$ cat src/hw/cief_map.svh
// Purpose: offsets, bit positions, reset values of the interrupt front end
// Assumes: register byte address is four times the index
// Notes: included by the front end and its package users
`ifndef CIEF_MAP_SVH
`define CIEF_MAP_SVH

// register indices
`define CIEF_TIMER_AND_EXT_INT_CONTROL_IDX 8'h88
`define CIEF_IEN3_IDX 8'h9A
`define CIEF_INTERRUPT_ENABLE_SECOND_IDX 8'hA8
`define CIEF_INTERRUPT_ENABLE_THIRD_IDX 8'hB8
`define CIEF_XREQ_IDX 8'hC0
`define CIEF_PRIO_IDX 8'hF0
`define CIEF_STAT_IDX 8'hF1

// reset values
`define CIEF_TIMER_AND_EXT_INT_CONTROL_RST 8'h00
`define CIEF_IEN_RST 8'h00
`define CIEF_XREQ_RST 8'h00
`define CIEF_PRIO_RST 12'h000

// first enable register
`define CIEF_GLB_BIT 7
`define CIEF_ESA_BIT 4
`define CIEF_ETB_BIT 3
`define CIEF_EX1_BIT 2
`define CIEF_ETA_BIT 1
`define CIEF_EX0_BIT 0
// second enable register: external 2..6 at bits 1..5
`define CIEF_EX2_BIT 1
// third enable register
`define CIEF_ESB_BIT 0
// timer control register
`define CIEF_TFB_BIT 7
`define CIEF_TFA_BIT 5
`define CIEF_IE1_BIT 3
`define CIEF_IT1_BIT 2
`define CIEF_IE0_BIT 1
`define CIEF_IT0_BIT 0
// request register: external 2..6 at bits 1..5
`define CIEF_IEX2_BIT 1

// source indices
`define CIEF_SRC_EX0 0
`define CIEF_SRC_TA 1
`define CIEF_SRC_EX1 2
`define CIEF_SRC_TB 3
`define CIEF_SRC_SA 4
`define CIEF_SRC_SB 5
`define CIEF_SRC_EX2 6
`define CIEF_NUM_SRC 11

`endif

$ cat src/hw/cief_pkg.sv
// Purpose: types of the interrupt front end
// Assumes: nothing
// Notes: constants live in cief_map.svh
package cief_pkg;
    typedef enum logic [2:0] {
        ACK_IDLE = 3'b001,
        ACK_POLL = 3'b010,
        ACK_REQ = 3'b100
    } cief_ack_e;
    typedef logic [3:0] cief_src_t;
    typedef logic [1:0] cief_level_t;
    typedef logic [15:0] cief_vector_t;
endpackage

$ cat src/hw/cief_edge.sv
// Purpose: optional two-stage synchroniser with edge detection
// Assumes: SYNC=1 for pins, SYNC=0 for same-clock logic
// Notes: rise and fall are one-cycle pulses on the settled level
`timescale 1ns/1ps
module cief_edge #(
    parameter int SYNC = 1
) (
    input wire logic pclk,
    input wire logic presetn,
    input wire logic ce,
    input wire logic din,
    output logic level,
    output logic rise,
    output logic fall
);
    logic meta;
    logic next_meta;
    logic settled;
    logic prev;
    logic next_prev;

    generate
        if (SYNC != 0) begin : g_sync
            logic stage;
            always_ff @(posedge pclk or negedge presetn) begin
                if (!presetn) begin
                    meta <= 1'b1;
                    stage <= 1'b1;
                end else if (ce) begin
                    meta <= next_meta;
                    stage <= meta;
                end
            end
            assign settled = stage;
        end else begin : g_direct
            assign meta = 1'b0;
            assign settled = din;
        end
    endgenerate

    always_comb begin
        next_meta = din;
        next_prev = settled;
    end

    always_ff @(posedge pclk or negedge presetn) begin
        if (!presetn) begin
            prev <= (SYNC != 0);
        end else if (ce) begin
            prev <= next_prev;
        end
    end

    assign level = settled;
    assign rise = settled & ~prev;
    assign fall = ~settled & prev;
endmodule

$ cat src/hw/cief_top.sv
// Purpose: interrupt enables, request flags, polling and call request
// Assumes: sequencer pulses machine_cycle_stb once per machine cycle
// Notes: APB slave, zero wait states; ce low freezes everything
`timescale 1ns/1ps
`include "cief_map.svh"
module cief_top #(
    parameter int ADDR_W = 12,
    // vector of source i at bits [16*i +: 16]
    parameter logic [16*`CIEF_NUM_SRC-1:0] VECTORS = {
        16'h0050, 16'h0048, 16'h0040, 16'h0038, 16'h0030, 16'h0028,
        16'h0020, 16'h0018, 16'h0010, 16'h0008, 16'h0000},
    // source polled at position k at bits [4*k +: 4], k=0 first
    parameter logic [4*`CIEF_NUM_SRC-1:0] POLL_ORDER = {
        4'hA, 4'h9, 4'h8, 4'h7, 4'h6, 4'h5, 4'h4, 4'h3, 4'h2, 4'h1, 4'h0}
) (
    input wire logic pclk,
    input wire logic presetn,
    input wire logic ce,
    input wire logic psel,
    input wire logic penable,
    input wire logic pwrite,
    input wire logic [ADDR_W-1:0] paddr,
    input wire logic [31:0] pwdata,
    output logic [31:0] prdata,
    output logic pready,
    output logic pslverr,
    input wire logic ext_zero_pin,
    input wire logic ext_one_pin,
    input wire logic ext_two_pin,
    input wire logic ext_three_pin,
    input wire logic ext_four_src,
    input wire logic ext_five_src,
    input wire logic ext_six_src,
    input wire logic timer_a_ovf_evt,
    input wire logic timer_b_ovf_evt,
    input wire logic serial_a_irq,
    input wire logic serial_b_irq,
    input wire logic machine_cycle_stb,
    input wire logic call_taken,
    input wire logic return_from_interrupt_stb,
    output logic irq_call_req,
    output cief_pkg::cief_vector_t irq_vector,
    output cief_pkg::cief_src_t irq_source
);
    import cief_pkg::*;

    localparam int NS = `CIEF_NUM_SRC;

    // ---- external inputs: pins synchronised, peripherals direct
    logic [6:0] ext_in;
    logic [6:0] ext_lvl;
    logic [6:0] ext_rise;
    logic [6:0] ext_fall;

    assign ext_in = {ext_six_src, ext_five_src, ext_four_src,
                     ext_three_pin, ext_two_pin, ext_one_pin, ext_zero_pin};

    genvar gi;
    generate
        for (gi = 0; gi < 7; gi++) begin : g_ext
            cief_edge #(
                .SYNC(gi < 4 ? 1 : 0)
            ) u_edge (
                .pclk(pclk),
                .presetn(presetn),
                .ce(ce),
                .din(ext_in[gi]),
                .level(ext_lvl[gi]),
                .rise(ext_rise[gi]),
                .fall(ext_fall[gi])
            );
        end
    endgenerate

    // ---- registers
    logic [7:0] timer_and_ext_int_control;
    logic [7:0] next_timer_and_ext_int_control;
    logic [7:0] interrupt_enable_second;
    logic [7:0] next_interrupt_enable_second;
    logic [7:0] interrupt_enable_third;
    logic [7:0] next_interrupt_enable_third;
    logic [7:0] ien3;
    logic [7:0] next_ien3;
    logic [7:0] xreq;
    logic [7:0] next_xreq;
    logic [11:0] prio;
    logic [11:0] next_prio;

    // ---- apb decode
    logic [7:0] idx;
    logic hit_timer_and_ext_int_control;
    logic hit_interrupt_enable_second;
    logic hit_interrupt_enable_third;
    logic hit_ien3;
    logic hit_xreq;
    logic hit_prio;
    logic hit_stat;
    logic mapped;
    logic wr_en;
    logic [31:0] next_prdata;
    logic next_pready;
    logic next_pslverr;

    assign idx = paddr[9:2];
    always_comb begin
        hit_timer_and_ext_int_control = (idx == `CIEF_TIMER_AND_EXT_INT_CONTROL_IDX);
        hit_interrupt_enable_second = (idx == `CIEF_INTERRUPT_ENABLE_SECOND_IDX);
        hit_interrupt_enable_third = (idx == `CIEF_INTERRUPT_ENABLE_THIRD_IDX);
        hit_ien3 = (idx == `CIEF_IEN3_IDX);
        hit_xreq = (idx == `CIEF_XREQ_IDX);
        hit_prio = (idx == `CIEF_PRIO_IDX);
        hit_stat = (idx == `CIEF_STAT_IDX);
        mapped = (paddr[ADDR_W-1:10] == '0) && (paddr[1:0] == 2'b00)
            && (hit_timer_and_ext_int_control | hit_interrupt_enable_second | hit_interrupt_enable_third | hit_ien3 | hit_xreq
                | hit_prio | hit_stat);
        wr_en = psel & penable & pready & pwrite & mapped;
    end

    // ---- acknowledge state
    cief_ack_e state;
    cief_ack_e next_state;
    logic [NS-1:0] sample;
    logic [NS-1:0] next_sample;
    logic [3:0] in_service;
    logic [3:0] next_in_service;
    logic [1:0] req_level;
    logic [1:0] next_req_level;
    logic next_irq_call_req;
    cief_vector_t next_irq_vector;
    cief_src_t next_irq_source;

    // ---- status read value
    logic [31:0] stat_word;
    assign stat_word = {22'h000000, irq_call_req, state == ACK_REQ,
                        irq_source, in_service};

    always_comb begin
        next_pready = psel & ~penable;
        next_pslverr = psel & ~penable & ~mapped;
        next_prdata = 32'h00000000;
        if (psel && !penable && !pwrite && mapped) begin
            case (1'b1)
                hit_timer_and_ext_int_control: next_prdata = {24'h000000, timer_and_ext_int_control};
                hit_interrupt_enable_second: next_prdata = {24'h000000, interrupt_enable_second};
                hit_interrupt_enable_third: next_prdata = {24'h000000, interrupt_enable_third};
                hit_ien3: next_prdata = {31'h00000000, ien3[0]};
                hit_xreq: next_prdata = {24'h000000, xreq};
                hit_prio: next_prdata = {20'h00000, prio};
                hit_stat: next_prdata = stat_word;
                default: next_prdata = 32'h00000000;
            endcase
        end
    end

    // ---- priority of a source through its group
    function automatic logic [1:0] src_level(input logic [3:0] s,
                                             input logic [11:0] p);
        logic [2:0] grp;
        grp = 3'd0;
        case (s)
            4'h0, 4'h5: grp = 3'd0;
            4'h1, 4'h6: grp = 3'd1;
            4'h2, 4'h7: grp = 3'd2;
            4'h3, 4'h8: grp = 3'd3;
            4'h4, 4'h9: grp = 3'd4;
            default: grp = 3'd5;
        endcase
        return p[2*grp +: 2];
    endfunction

    // ---- live flag vector and enables per source
    logic [NS-1:0] flags;
    logic [NS-1:0] enables;
    always_comb begin
        flags = {xreq[5:1], serial_b_irq, serial_a_irq,
                 timer_and_ext_int_control[`CIEF_TFB_BIT], timer_and_ext_int_control[`CIEF_IE1_BIT],
                 timer_and_ext_int_control[`CIEF_TFA_BIT], timer_and_ext_int_control[`CIEF_IE0_BIT]};
        enables = {interrupt_enable_third[5:1], ien3[`CIEF_ESB_BIT],
                   interrupt_enable_second[`CIEF_ESA_BIT], interrupt_enable_second[`CIEF_ETB_BIT],
                   interrupt_enable_second[`CIEF_EX1_BIT], interrupt_enable_second[`CIEF_ETA_BIT],
                   interrupt_enable_second[`CIEF_EX0_BIT]};
    end

    // ---- polling of the sampled flags
    logic win_found;
    logic [3:0] win_src;
    logic [1:0] win_level;
    logic [1:0] cur_level;
    logic busy;
    always_comb begin
        logic [3:0] s;
        logic [1:0] l;
        s = 4'h0;
        l = 2'd0;
        win_found = 1'b0;
        win_src = 4'h0;
        win_level = 2'd0;
        busy = |in_service;
        cur_level = in_service[3] ? 2'd3 : in_service[2] ? 2'd2
            : in_service[1] ? 2'd1 : 2'd0;
        for (int k = 0; k < NS; k++) begin
            s = POLL_ORDER[4*k +: 4];
            l = src_level(s, prio);
            // global gate, then per-source enable
            if (interrupt_enable_second[`CIEF_GLB_BIT] && sample[s] && enables[s]
                && (!busy || l > cur_level)
                && (!win_found || l > win_level)) begin
                win_found = 1'b1;
                win_src = s;
                win_level = l;
            end
        end
    end

    // ---- acknowledge sequence
    logic take;
    assign take = (state == ACK_REQ) && call_taken;

    always_comb begin
        next_state = state;
        next_sample = sample;
        next_irq_call_req = irq_call_req;
        next_irq_vector = irq_vector;
        next_irq_source = irq_source;
        next_req_level = req_level;
        next_in_service = in_service;
        if (return_from_interrupt_stb) begin
            // leave the innermost routine
            if (in_service[3]) next_in_service[3] = 1'b0;
            else if (in_service[2]) next_in_service[2] = 1'b0;
            else if (in_service[1]) next_in_service[1] = 1'b0;
            else next_in_service[0] = 1'b0;
        end
        case (state)
            ACK_IDLE: begin
                if (machine_cycle_stb) begin
                    next_sample = flags;
                    next_state = ACK_POLL;
                end
            end
            ACK_POLL: begin
                if (win_found) begin
                    // one cycle of detection before the call
                    next_irq_call_req = 1'b1;
                    next_irq_vector = VECTORS[16*win_src +: 16];
                    next_irq_source = win_src;
                    next_req_level = win_level;
                    next_state = ACK_REQ;
                end else begin
                    next_state = ACK_IDLE;
                end
            end
            ACK_REQ: begin
                if (call_taken) begin
                    next_irq_call_req = 1'b0;
                    next_in_service[req_level] = 1'b1;
                    next_state = ACK_IDLE;
                end
            end
            default: begin
                next_state = ACK_IDLE;
                next_irq_call_req = 1'b0;
            end
        endcase
    end

    // ---- flag and register next values; hardware set beats clear
    always_comb begin
        logic [NS-1:0] clr;
        clr = '0;
        if (take) clr[irq_source] = 1'b1;
        next_interrupt_enable_second = wr_en && hit_interrupt_enable_second ? pwdata[7:0] : interrupt_enable_second;
        next_interrupt_enable_third = wr_en && hit_interrupt_enable_third ? pwdata[7:0] : interrupt_enable_third;
        next_ien3 = wr_en && hit_ien3 ? {7'h00, pwdata[0]} : ien3;
        next_prio = wr_en && hit_prio ? pwdata[11:0] : prio;

        next_timer_and_ext_int_control = wr_en && hit_timer_and_ext_int_control ? pwdata[7:0] : timer_and_ext_int_control;
        next_timer_and_ext_int_control[`CIEF_TFA_BIT] = (next_timer_and_ext_int_control[`CIEF_TFA_BIT]
            & ~clr[`CIEF_SRC_TA]) | timer_a_ovf_evt;
        next_timer_and_ext_int_control[`CIEF_TFB_BIT] = (next_timer_and_ext_int_control[`CIEF_TFB_BIT]
            & ~clr[`CIEF_SRC_TB]) | timer_b_ovf_evt;
        if (timer_and_ext_int_control[`CIEF_IT0_BIT]) begin
            next_timer_and_ext_int_control[`CIEF_IE0_BIT] = (next_timer_and_ext_int_control[`CIEF_IE0_BIT]
                & ~clr[`CIEF_SRC_EX0]) | ext_fall[0];
        end else begin
            next_timer_and_ext_int_control[`CIEF_IE0_BIT] = ~ext_lvl[0];
        end
        if (timer_and_ext_int_control[`CIEF_IT1_BIT]) begin
            next_timer_and_ext_int_control[`CIEF_IE1_BIT] = (next_timer_and_ext_int_control[`CIEF_IE1_BIT]
                & ~clr[`CIEF_SRC_EX1]) | ext_fall[1];
        end else begin
            next_timer_and_ext_int_control[`CIEF_IE1_BIT] = ~ext_lvl[1];
        end

        next_xreq = wr_en && hit_xreq ? pwdata[7:0] : xreq;
        next_xreq[7:6] = 2'b00;
        next_xreq[0] = 1'b0;
        // external 2, 3 on falling pin edge; 4..6 on rising edge
        next_xreq[5:1] = (next_xreq[5:1] & ~clr[NS-1:`CIEF_SRC_EX2])
            | {ext_rise[6:4], ext_fall[3:2]};
    end

    always_ff @(posedge pclk or negedge presetn) begin
        if (!presetn) begin
            timer_and_ext_int_control <= `CIEF_TIMER_AND_EXT_INT_CONTROL_RST;
            interrupt_enable_second <= `CIEF_IEN_RST;
            interrupt_enable_third <= `CIEF_IEN_RST;
            ien3 <= `CIEF_IEN_RST;
            xreq <= `CIEF_XREQ_RST;
            prio <= `CIEF_PRIO_RST;
            prdata <= 32'h00000000;
            pready <= 1'b0;
            pslverr <= 1'b0;
        end else if (ce) begin
            timer_and_ext_int_control <= next_timer_and_ext_int_control;
            interrupt_enable_second <= next_interrupt_enable_second;
            interrupt_enable_third <= next_interrupt_enable_third;
            ien3 <= next_ien3;
            xreq <= next_xreq;
            prio <= next_prio;
            prdata <= next_prdata;
            pready <= next_pready;
            pslverr <= next_pslverr;
        end
    end

    always_ff @(posedge pclk or negedge presetn) begin
        if (!presetn) begin
            state <= ACK_IDLE;
            sample <= '0;
            irq_call_req <= 1'b0;
            irq_vector <= 16'h0000;
            irq_source <= 4'h0;
            req_level <= 2'd0;
            in_service <= 4'h0;
        end else if (ce) begin
            state <= next_state;
            sample <= next_sample;
            irq_call_req <= next_irq_call_req;
            irq_vector <= next_irq_vector;
            irq_source <= next_irq_source;
            req_level <= next_req_level;
            in_service <= next_in_service;
        end
    end
endmodule

$ cat config.mk
export PLATFORM = sky130hd
export DESIGN_NAME = cief_top
export DESIGN_NICKNAME = d
export VERILOG_FILES = /design/src/hw/cief_pkg.sv /design/src/hw/cief_edge.sv /design/src/hw/cief_top.sv
export VERILOG_INCLUDE_DIRS = /design/src /design/src/hw
export SDC_FILE = /design/constraint.sdc
export NUM_CORES = 1
export LEC_CHECK = 0
export CAP_MARGIN = 30
export CORE_UTILIZATION = 58
export CTS_CLUSTER_SIZE = 14
export DETAILED_ROUTE_END_ITERATION = 10
export DONT_BUFFER_PORTS = 1
export PLACE_DENSITY = 0.75
export SYNTH_ARGS = -nofsm -noshare
export SYNTH_HDL_FRONTEND = slang
export SYNTH_HIERARCHICAL = 1
export SYNTH_SLANG_ARGS = --single-unit
$ cat constraint.sdc
create_clock -name pclk -period 14.25 [get_ports pclk]
set_input_delay 2.85 -clock pclk [delete_from_list [all_inputs] [get_ports pclk]]
set_output_delay 2.85 -clock pclk [all_outputs]
set_load 0.005 [all_outputs]
==> reports/results.ini, run 1 <==
[outcome]
outcome=finished, final reports clean

[clock_tree]
cts_num_sinks=100
cts_buffers=9
postCtsHoldBufs=0
clk_pin_slew_ns=0.10
cts_tree=built
clk_latency_ns=0.38
cts_max_level=3
cts_root_buf=clkbuf_8
cts_buffer_depth=2

[floorplanning]
start_util_pct=59.5
io-pin-count=119
row_count=38
fp.dieW_um=107
dieHeight_um=107
dieArea_um2=11600
core_area_um2=10800

[placed_design]
hpwlAfterDp_um=12600
dpl.cell_count=811
globalplace.congestion=0.919
io_buffers=0

[critical_path]
cp_num_cells=67
worstPathMaxFanout=5
critical_path_buf_inv_count=3
cpPeakStageDelay_ns=0.44
cpLargestDelayFamily=compound AO/OA/AOI/OAI gates
reg2reg_depth=67
worstPathRequired_ns=14.50
cp.arrival_ns=14.19
cp_slowest_cell=dfrtp_2
cpMostUsedCell=ha_1
cp-start-kind=flip-flop
crit_path_end_kind=flip-flop
critPathKind=flip-flop to flip-flop

[cells_and_area]
antenna_cells=0
syn_to_final_growth_pct=11.0
drive_above_1_share_pct=25.8
stdcell_count=846
fin_nets=796

[sta]
finalHoldWorstSlack_ns=0.516
setup_viol=0
slew_viol_final=0
tightest_slew_ns=0.959
post-route-period-util_pct=97.8
finalSetupTns_ns=0
fmax_mhz=71.7
final_period_minus_worst_setup_slack_ns=13.94
relSlewSlack_pct=35.5
hold_viol=0
clock_skew_ns=0.0170

[route]
drt_drc_violations_left=0
viasPerCell=6.46
drtAntennaViolNets=0
drt_wl_total_um=17500
vias=5462
wl_per_cell_um=20.7
drtPass1Iterations=8
drtIter0Drc=589

[global_routing]
grtUsageTotal_pct=30.5
antenna_found_initial=0
grt_pass1_wl_um=26700
grt_max_degree=101
grt_pass1_vias=5074
grt_remaining_overflow=0

[synthesis]
yosys_warnings=6
synthesis.area_um2=6450
syn_area_per_cell_um2=9.68
synth_cells=667

[pwr]
p_per_area_nw_per_um2=99.9
vdd_ir_drop_max_uv=82.8
leakage_nw=3.16

[min_path]
whs_path_depth=1
hp-class=flip-flop to flip-flop

[flow_run]
maxCapViolations=0

[cell usage in the layout (no fill, tap or decap), drive strengths merged, types with 13 or more instances in the layout]
| master | count |
|---|---|
| dfrtp | 87 |
| nand2 | 68 |
| mux2 | 62 |
| o21ai | 57 |
| buf | 45 |
| inv | 36 |
| conb | 32 |
| nor2 | 31 |
| ha | 31 |
| a21oi | 26 |
| nor2b | 26 |
| nand3 | 13 |
| dfstp | 13 |
[metrics by stage]
step                      worst slack [ns]  instance area [µm²]  utilization [%]  total power, W
after CTS                           0.0528                 6850             63.2        0.000692
after detailed placement            -0.196                 6630             61.2        0.000506
after floorplan                      0.589                 6570                -        0.000465
after global placement               0.121                 6630             61.2        0.000497
final                                0.312                 7160             66.1        0.000716
after global routing                -0.310                 7160             66.1        0.000746
[power breakdown]
part | switching (W) | internal, W | total (W)
Combinational | 0.0000834 | 0.0000863 | 0.000170
Clock | 0.000102 | 0.0000864 | 0.000188
Sequential | 0.0000397 | 0.000318 | 0.000358
Total | 0.000225 | 0.000491 | 0.000716
[flip-flops by register name, summed over array words and instances (netlist names), 5 cells and up]
signal,count
g_ext.u_edge/prev,7
interrupt_enable_second,8
interrupt_enable_third,8
prdata,12
prio,12
sample,11
timer_and_ext_int_control,8
xreq,5
[cell type report]
class,instances,area [µm²]
Timing Repair Buffer,46,345
Inverter,35,131
Tap cell,140,175
Multi-Input combinational cell,509,3790
Clock inverter,5,58.8
Clock buffer,11,141
Fill cell,838,3680
Sequential cell,100,2520
[layer usage]
| layer | wire [µm] | global-route usage (%) | vias to the layer above |
|---|---|---|---|
| met5 | 0 | 0 | - |
| met4 | 529 | 11.0 | 0 |
| met3 | 1600 | 7.08 | 50 |
| met2 | 8460 | 48.9 | 305 |
| met1 | 6920 | 40.2 | 2653 |
| li1 | - | - | 2454 |
[worst paths after layout]
| check | endpoint | from | slack [ns] |
|---|---|---|---|
| worst min register to register | in_service[0] | req_level[1] | 0.52 |
| worst min-delay path | in_service[0] | req_level[1] | 0.52 |
| max in group asynchronous | state[0] | presetn | 11.86 |
| min in group asynchronous | pslverr | presetn | 2.16 |
| worst max-delay path | req_level[1] | in_service[2] | 0.31 |
| worst max register to register | req_level[1] | in_service[2] | 0.31 |
[repair_timing]
item / in CTS / in global routing
pin swaps: 2 / 29
setup buffers: 1 / 17
endpoints found under the setup margin: 10 / 10
resized for setup: 4 / 40
endpoints found under the hold margin: 0 / 0
Power figures use the tool's default switching activity.
==> run 2: changes to the inputs <==
--- a/config.mk
+++ b/config.mk
@@ -7,11 +7,13 @@
 export NUM_CORES = 1
 export LEC_CHECK = 0
 export CAP_MARGIN = 30
+export CORE_ASPECT_RATIO = 1.1
 export CORE_UTILIZATION = 58
 export CTS_CLUSTER_SIZE = 14
 export DETAILED_ROUTE_END_ITERATION = 10
 export DONT_BUFFER_PORTS = 1
 export PLACE_DENSITY = 0.75
+export RECOVER_POWER = 100
 export SYNTH_ARGS = -nofsm -noshare
 export SYNTH_HDL_FRONTEND = slang
 export SYNTH_HIERARCHICAL = 1
==> run 2 against run 1 <==
Register-to-register slack gained 0.08 ns. Worst hold slack lost 0.011 ns. Non-clock buffer count up 4. Combinational power fell by 4%. Clock skew fell by 0.0082 ns.
==> reports/results.ini, run 2 (synthesis results as in run 1) <==
[critical_path]
r2r-end=req_level[1]
cp.arrival_ns=14.08  ; -0.11 ns
critical_path_buf_inv_count=4  ; +1
worstPathRequired_ns=14.47  ; -0.03 ns
cp-start-kind=flip-flop
cpMostUsedCell=ha_1
cp_slowest_cell=or4b_1
cpPeakStageDelay_ns=0.45  ; about the same
r2r-start=in_service[2]
cp_num_cells=68  ; +1.5%
crit_path_end_kind=flip-flop
worstPathMaxFanout=6  ; +1
critPathKind=flip-flop to flip-flop
cpLargestDelayFamily=compound AO/OA/AOI/OAI gates
reg2reg_depth=68  ; +1.5%
r2r_setup_slack_ns=0.39  ; +0.08 ns

[floorplanning]
core_area_um2=10900  ; +0.18%
dieArea_um2=11600  ; about the same
row_count=40  ; +5.3%
io-pin-count=119  ; unchanged
start_util_pct=59.4  ; -0.11 points
dieHeight_um=113  ; +4.8%
fp.dieW_um=103  ; -4.6%

[clock_tree]
clk_latency_ns=0.35  ; -0.03 ns
cts_buffers=9  ; unchanged
clk_pin_slew_ns=0.07  ; -0.03 ns
cts_tree=built
cts_root_buf=clkbuf_16
cts_max_level=3  ; unchanged
cts_buffer_depth=2  ; unchanged
cts_num_sinks=100  ; unchanged

[global_routing]
grt_remaining_overflow=0  ; unchanged
grt_pass1_wl_um=26800  ; +0.54%
grt.busiest_layer=met2
grt.met3_usage_pct=6.04  ; -1.0 points
grt_pass1_vias=5246  ; +3.4%
grtUsageTotal_pct=30.5  ; about the same
grt_max_degree=101  ; unchanged
grtUsageMet2_pct=50.4  ; +1.6 points
grtUsageMet1_pct=39.2  ; -1.0 points
antenna_found_initial=0  ; unchanged

[cells_and_area]
layout_common_cells=dfrtp_1 (85), nand2_1 (64), mux2_2 (55)
final_common_cell=dfrtp_1
fin_area_um2=7310  ; +2.1%
reg_top3=prdata: 12 flops, prio: 12 flops, sample: 11 flops
antenna_cells=0  ; unchanged
syn_to_final_growth_pct=13.3
nFillCells=864  ; +3.1%
fin_nets=800  ; +0.50%
drive_above_1_share_pct=25.6  ; -0.15 points

[min_path]
hp-class=flip-flop to flip-flop
whs_path_depth=1  ; unchanged
worstHoldStart=g_ext[6].u_edge/prev
holdPathEnd=g_ext[6].u_edge/prev

[sta]
slew_viol_final=0  ; unchanged
clock_skew_ns=0.00873  ; -0.00824 ns
relSlewSlack_pct=12.6  ; -23 points
post-route-period-util_pct=97.3  ; -0.55 points
fmax_mhz=72.1  ; +0.56%
setup_viol=0  ; unchanged
final_period_minus_worst_setup_slack_ns=13.86  ; -0.0778 ns
tightest_slew_ns=1.30  ; +0.341 ns
hold_viol=0  ; unchanged
layout_setup_ws_ns=0.389  ; +0.0778 ns

[placed_design]
io_buffers=0  ; unchanged
hpwlAfterDp_um=12600  ; +0.44%
post-place-ws_ns=-0.155  ; +0.0411 ns
post_dp_cell_area_um2=6690  ; +0.92%
globalplace.congestion=0.893  ; -2.8%

[route]
viasPerCell=6.30  ; -2.5%
drtPass1Iterations=5  ; -3
drtIter0Drc=351  ; -40%
drtAntennaViolNets=0  ; unchanged
drt_wl_total_um=17000  ; -3.2%
wl_per_cell_um=19.8  ; -4.5%
drt_drc_violations_left=0  ; unchanged
vias=5395  ; -1.2%

[pwr]
leakage_nw=3.21  ; +1.6%
vdd_ir_drop_max_uv=106  ; +28%
p_per_area_nw_per_um2=105  ; +5.2%

[outcome]
outcome=finished, final reports clean

[flow_run]
maxCapViolations=0  ; unchanged

[run 2: cell count changes in the layout (fill, tap and decap cells not counted), sizes merged]
cell,before,now
buf,45,47
clkbuf,12,14
[run 2: per-stage QoR]
stage	cells	setup TNS [ns]	hold WS (ns)	utilization [%]	total power, W
5_1_grt	857	-1.21	0.528	67.3	0.000802
4_1_cts	842	0	0.511	64.6	0.000755
6_report	857	0	0.505	67.3	0.000769
3_3_place_gp	825	0	0.487	61.6	0.000502
3_5_place_dp	825	-0.604	0.496	61.6	0.000508
2_1_floorplan	698	0	0.462	-	0.000465
[run 2: routing by layer]
metal  part of all wire, %  wire [µm]
met1                    40       6780
met2                    50       8490
met3                   6.9       1170
met4                   3.0        517
met5                     0          0
[run 2: repair_timing]
action                     CTS  global route
setup buffers                1            15
setup endpoints to repair    9            10
hold buffers                 0             0
gates resized for setup      5            45
pin swaps                    1            29
[run 2: how the worst max path moves through the flow]
| stage | start | endpoint | slack, ns |
|---|---|---|---|
| after floorplan | in_service[2] | req_level[1] | 0.59 |
| after global placement | in_service[2] | req_level[1] | 0.15 |
| after detailed placement | in_service[2] | req_level[1] | -0.16 |
| after CTS | in_service[2] | req_level[1] | 0.04 |
| after global routing | in_service[2] | req_level[1] | -0.20 |
| final | in_service[2] | req_level[1] | 0.39 |
[run 2: area by class of cell]
type | instances | area [µm²] | area share, %
clock buffer | 11 | 243 | 3.32
sequential | 100 | 2520 | 34.5
timing repair buffer | 50 | 372 | 5.08
clock inverter | 5 | 58.8 | 0.805
multi-input combinational | 509 | 3800 | 52.0
tap | 147 | 184 | 2.52
inverter | 35 | 131 | 1.80
[run 2: where the power goes]
| group | switching (W) | internal, W | leakage (nW) |
|---|---|---|---|
| combinational | 0.0000808 | 0.0000831 | 1.88 |
| clock | 0.000106 | 0.000141 | 0.142 |
| sequential | 0.0000386 | 0.000318 | 1.19 |
| total | 0.000226 | 0.000543 | 3.21 |
==> run 3: changes to the inputs <==
--- a/config.mk
+++ b/config.mk
@@ -12,7 +12,7 @@
 export CTS_CLUSTER_SIZE = 14
 export DETAILED_ROUTE_END_ITERATION = 10
 export DONT_BUFFER_PORTS = 1
-export PLACE_DENSITY = 0.75
+export PLACE_DENSITY = 0.82
 export RECOVER_POWER = 100
 export SYNTH_ARGS = -nofsm -noshare
 export SYNTH_HDL_FRONTEND = slang
==> run 3 against run 2 <==
First-iteration DRC count increased by 72%. Clock skew up 0.0014 ns. Register-to-register slack improved by 0.11 ns. Final area up 0.77%. Critical path depth is 4 higher. Sequential cell count did not move. Non-clock buffer count stayed put. Critical endpoint unchanged. Largest power group unchanged.
==> reports/results.ini, run 3 (synthesis results as in run 1) <==
[outcome]
outcome=finished, final reports clean

[route]
drtAntennaViolNets=0  ; unchanged
drt_drc_violations_left=0  ; unchanged
wl_per_cell_um=21.2  ; +7.2%
viasPerCell=6.49  ; +3.0%
vias=5559  ; +3.0%
drtPass1Iterations=7  ; +2
drt_wl_total_um=18200  ; +7.2%
drtIter0Drc=602  ; +72%

[pwr]
swShare_pct=29.0  ; -0.42 points
intPower_w=0.000571  ; +5.2%
power_frac_clock_pct=34.3  ; +2.1 points
p_comb_share_pct=21.1  ; -0.2 points
leakage_nw=3.25  ; +1.2%
switchingPower_w=0.000233  ; +3.1%
pwr-share-seq_pct=44.6  ; -1.9 points
vdd_ir_drop_max_uv=100  ; -5.6%
p_per_area_nw_per_um2=109  ; +3.8%
power_w=0.000804  ; +4.6%

[global_routing]
grt_remaining_overflow=0  ; unchanged
grt_pass1_vias=5346  ; +1.9%
grt_pass1_wl_um=27700  ; +3.3%
antenna_found_initial=0  ; unchanged
grt_max_degree=101  ; unchanged
grtUsageTotal_pct=32.0  ; +1.6 points

[sta]
fmax_mhz=72.7  ; +0.77%
post-route-period-util_pct=96.5  ; -0.75 points
relSlewSlack_pct=11.5  ; -1.1 points
slew_viol_final=0  ; unchanged
hold_viol=0  ; unchanged
final_period_minus_worst_setup_slack_ns=13.75  ; -0.106 ns
setup_viol=0  ; unchanged
clock_skew_ns=0.0101  ; +0.00141 ns
tightest_slew_ns=1.32  ; +0.0166 ns
finalHoldWorstSlack_ns=0.493  ; -0.0122 ns

[clock_tree]
postCtsHoldBufs=0  ; unchanged
cts_num_sinks=100  ; unchanged
clk_pin_slew_ns=0.07  ; about the same
cts_buffers=9  ; unchanged
cts_root_buf=clkbuf_16
cts_max_level=3  ; unchanged
cts_tree=built
clk_latency_ns=0.35  ; about the same
cts_buffer_depth=2  ; unchanged

[critical_path]
cp_slowest_cell=or4b_4
cpPeakStageDelay_ns=0.45  ; about the same
worstPathRequired_ns=14.48  ; about the same
cpMostUsedCell=ha_1
cp-start-kind=flip-flop
crit_path_end_kind=flip-flop
worstPathMaxFanout=6  ; unchanged
cp.arrival_ns=13.99  ; -0.09 ns
critPathKind=flip-flop to flip-flop

[flow_run]
maxCapViolations=0  ; unchanged

[cells_and_area]
fin_nets=800  ; unchanged
layout_common_cells=dfrtp_1 (86), nand2_1 (64), mux2_2 (54)
nFillCells=792  ; -8.3%
reg_top3=prdata: 12 flops, prio: 12 flops, sample: 11 flops
drive_above_1_share_pct=25.9  ; +0.28 points
syn_to_final_growth_pct=14.1
final_common_cell=dfrtp_1
antenna_cells=0  ; unchanged

[floorplanning]
start_util_pct=59.4  ; unchanged
row_count=40  ; unchanged
fp.dieW_um=103  ; unchanged
dieHeight_um=113  ; unchanged
dieArea_um2=11600  ; unchanged
io-pin-count=119  ; unchanged
core_area_um2=10900  ; unchanged

[placed_design]
io_buffers=0  ; unchanged
hpwlAfterDp_um=12900  ; +1.6%
globalplace.congestion=0.927  ; +3.8%

[min_path]
hp-class=flip-flop to flip-flop

run 3: stage by stage:
step | instances | worst slack (ns) | area [µm²] | setup TNS (ns) | utilization, %
2_1_floorplan | 698 | 0.589 | 6570 | 0 | -
3_3_place_gp | 827 | 0.132 | 6710 | 0 | 61.8
3_5_place_dp | 827 | -0.256 | 6710 | -1.45 | 61.8
4_1_cts | 845 | 0.0268 | 7080 | 0 | 65.2
5_1_grt | 857 | -0.130 | 7370 | -0.367 | 67.8
6_report | 857 | 0.496 | 7370 | 0 | 67.8
run 3: worst paths after layout:
kind,start,end,slack [ns],cells past startpoint
worst max-delay path,in_service[2],req_level[1],0.50,72
worst min-delay path,g_ext[5].u_edge/prev,g_ext[5].u_edge/prev,0.49,1
worst max register to register,in_service[2],req_level[1],0.50,72
worst min register to register,g_ext[5].u_edge/prev,g_ext[5].u_edge/prev,0.49,1
max in group asynchronous,presetn,g_ext[1].u_edge/level,11.83,0
min in group asynchronous,presetn,prio[9],2.18,0
run 3: cell type report:
cell class | count | area [µm²] | area share, %
clock buffers | 13 | 270 | 3.67
flip-flops and latches | 100 | 2520 | 34.2
clock inverters | 3 | 68.8 | 0.934
inverters | 35 | 131 | 1.78
repair buffers | 50 | 372 | 5.05
multi-input cells | 509 | 3820 | 51.9
well taps | 147 | 184 | 2.50
run 3: critical path: cells and delay by family (launching register included):
family,cells,cell delay (ns)
buffers and inverters,5,0.68
and+or+nand+nor,19,2.87
adders and majority gates,11,3.16
AOI/OAI and AO/OA,34,5.55
muxes,3,0.89
DFF,1,0.43
run 3: timing repair:
item,CTS,global route
endpoints found under the hold margin,0,0
buffers inserted,2,12
resized for setup,5,47
endpoints found under the setup margin,10,10
pin swaps,2,30
run 3: power by group through the flow:
stage          Combinational, W  Sequential (W)  Clock (W)
5_1_grt                0.000185        0.000362   0.000286
4_1_cts                0.000149        0.000357   0.000278
3_5_place_dp           0.000147        0.000362          0
6_report               0.000170        0.000359   0.000276
3_3_place_gp           0.000141        0.000360          0
2_1_floorplan          0.000124        0.000342          0
run 3: layer usage:
layer	part of all wire, %	track usage, %
met5	0	0
met3	7.6	5.92
met4	5.0	17.8
met1	39	41.4
met2	49	50.3
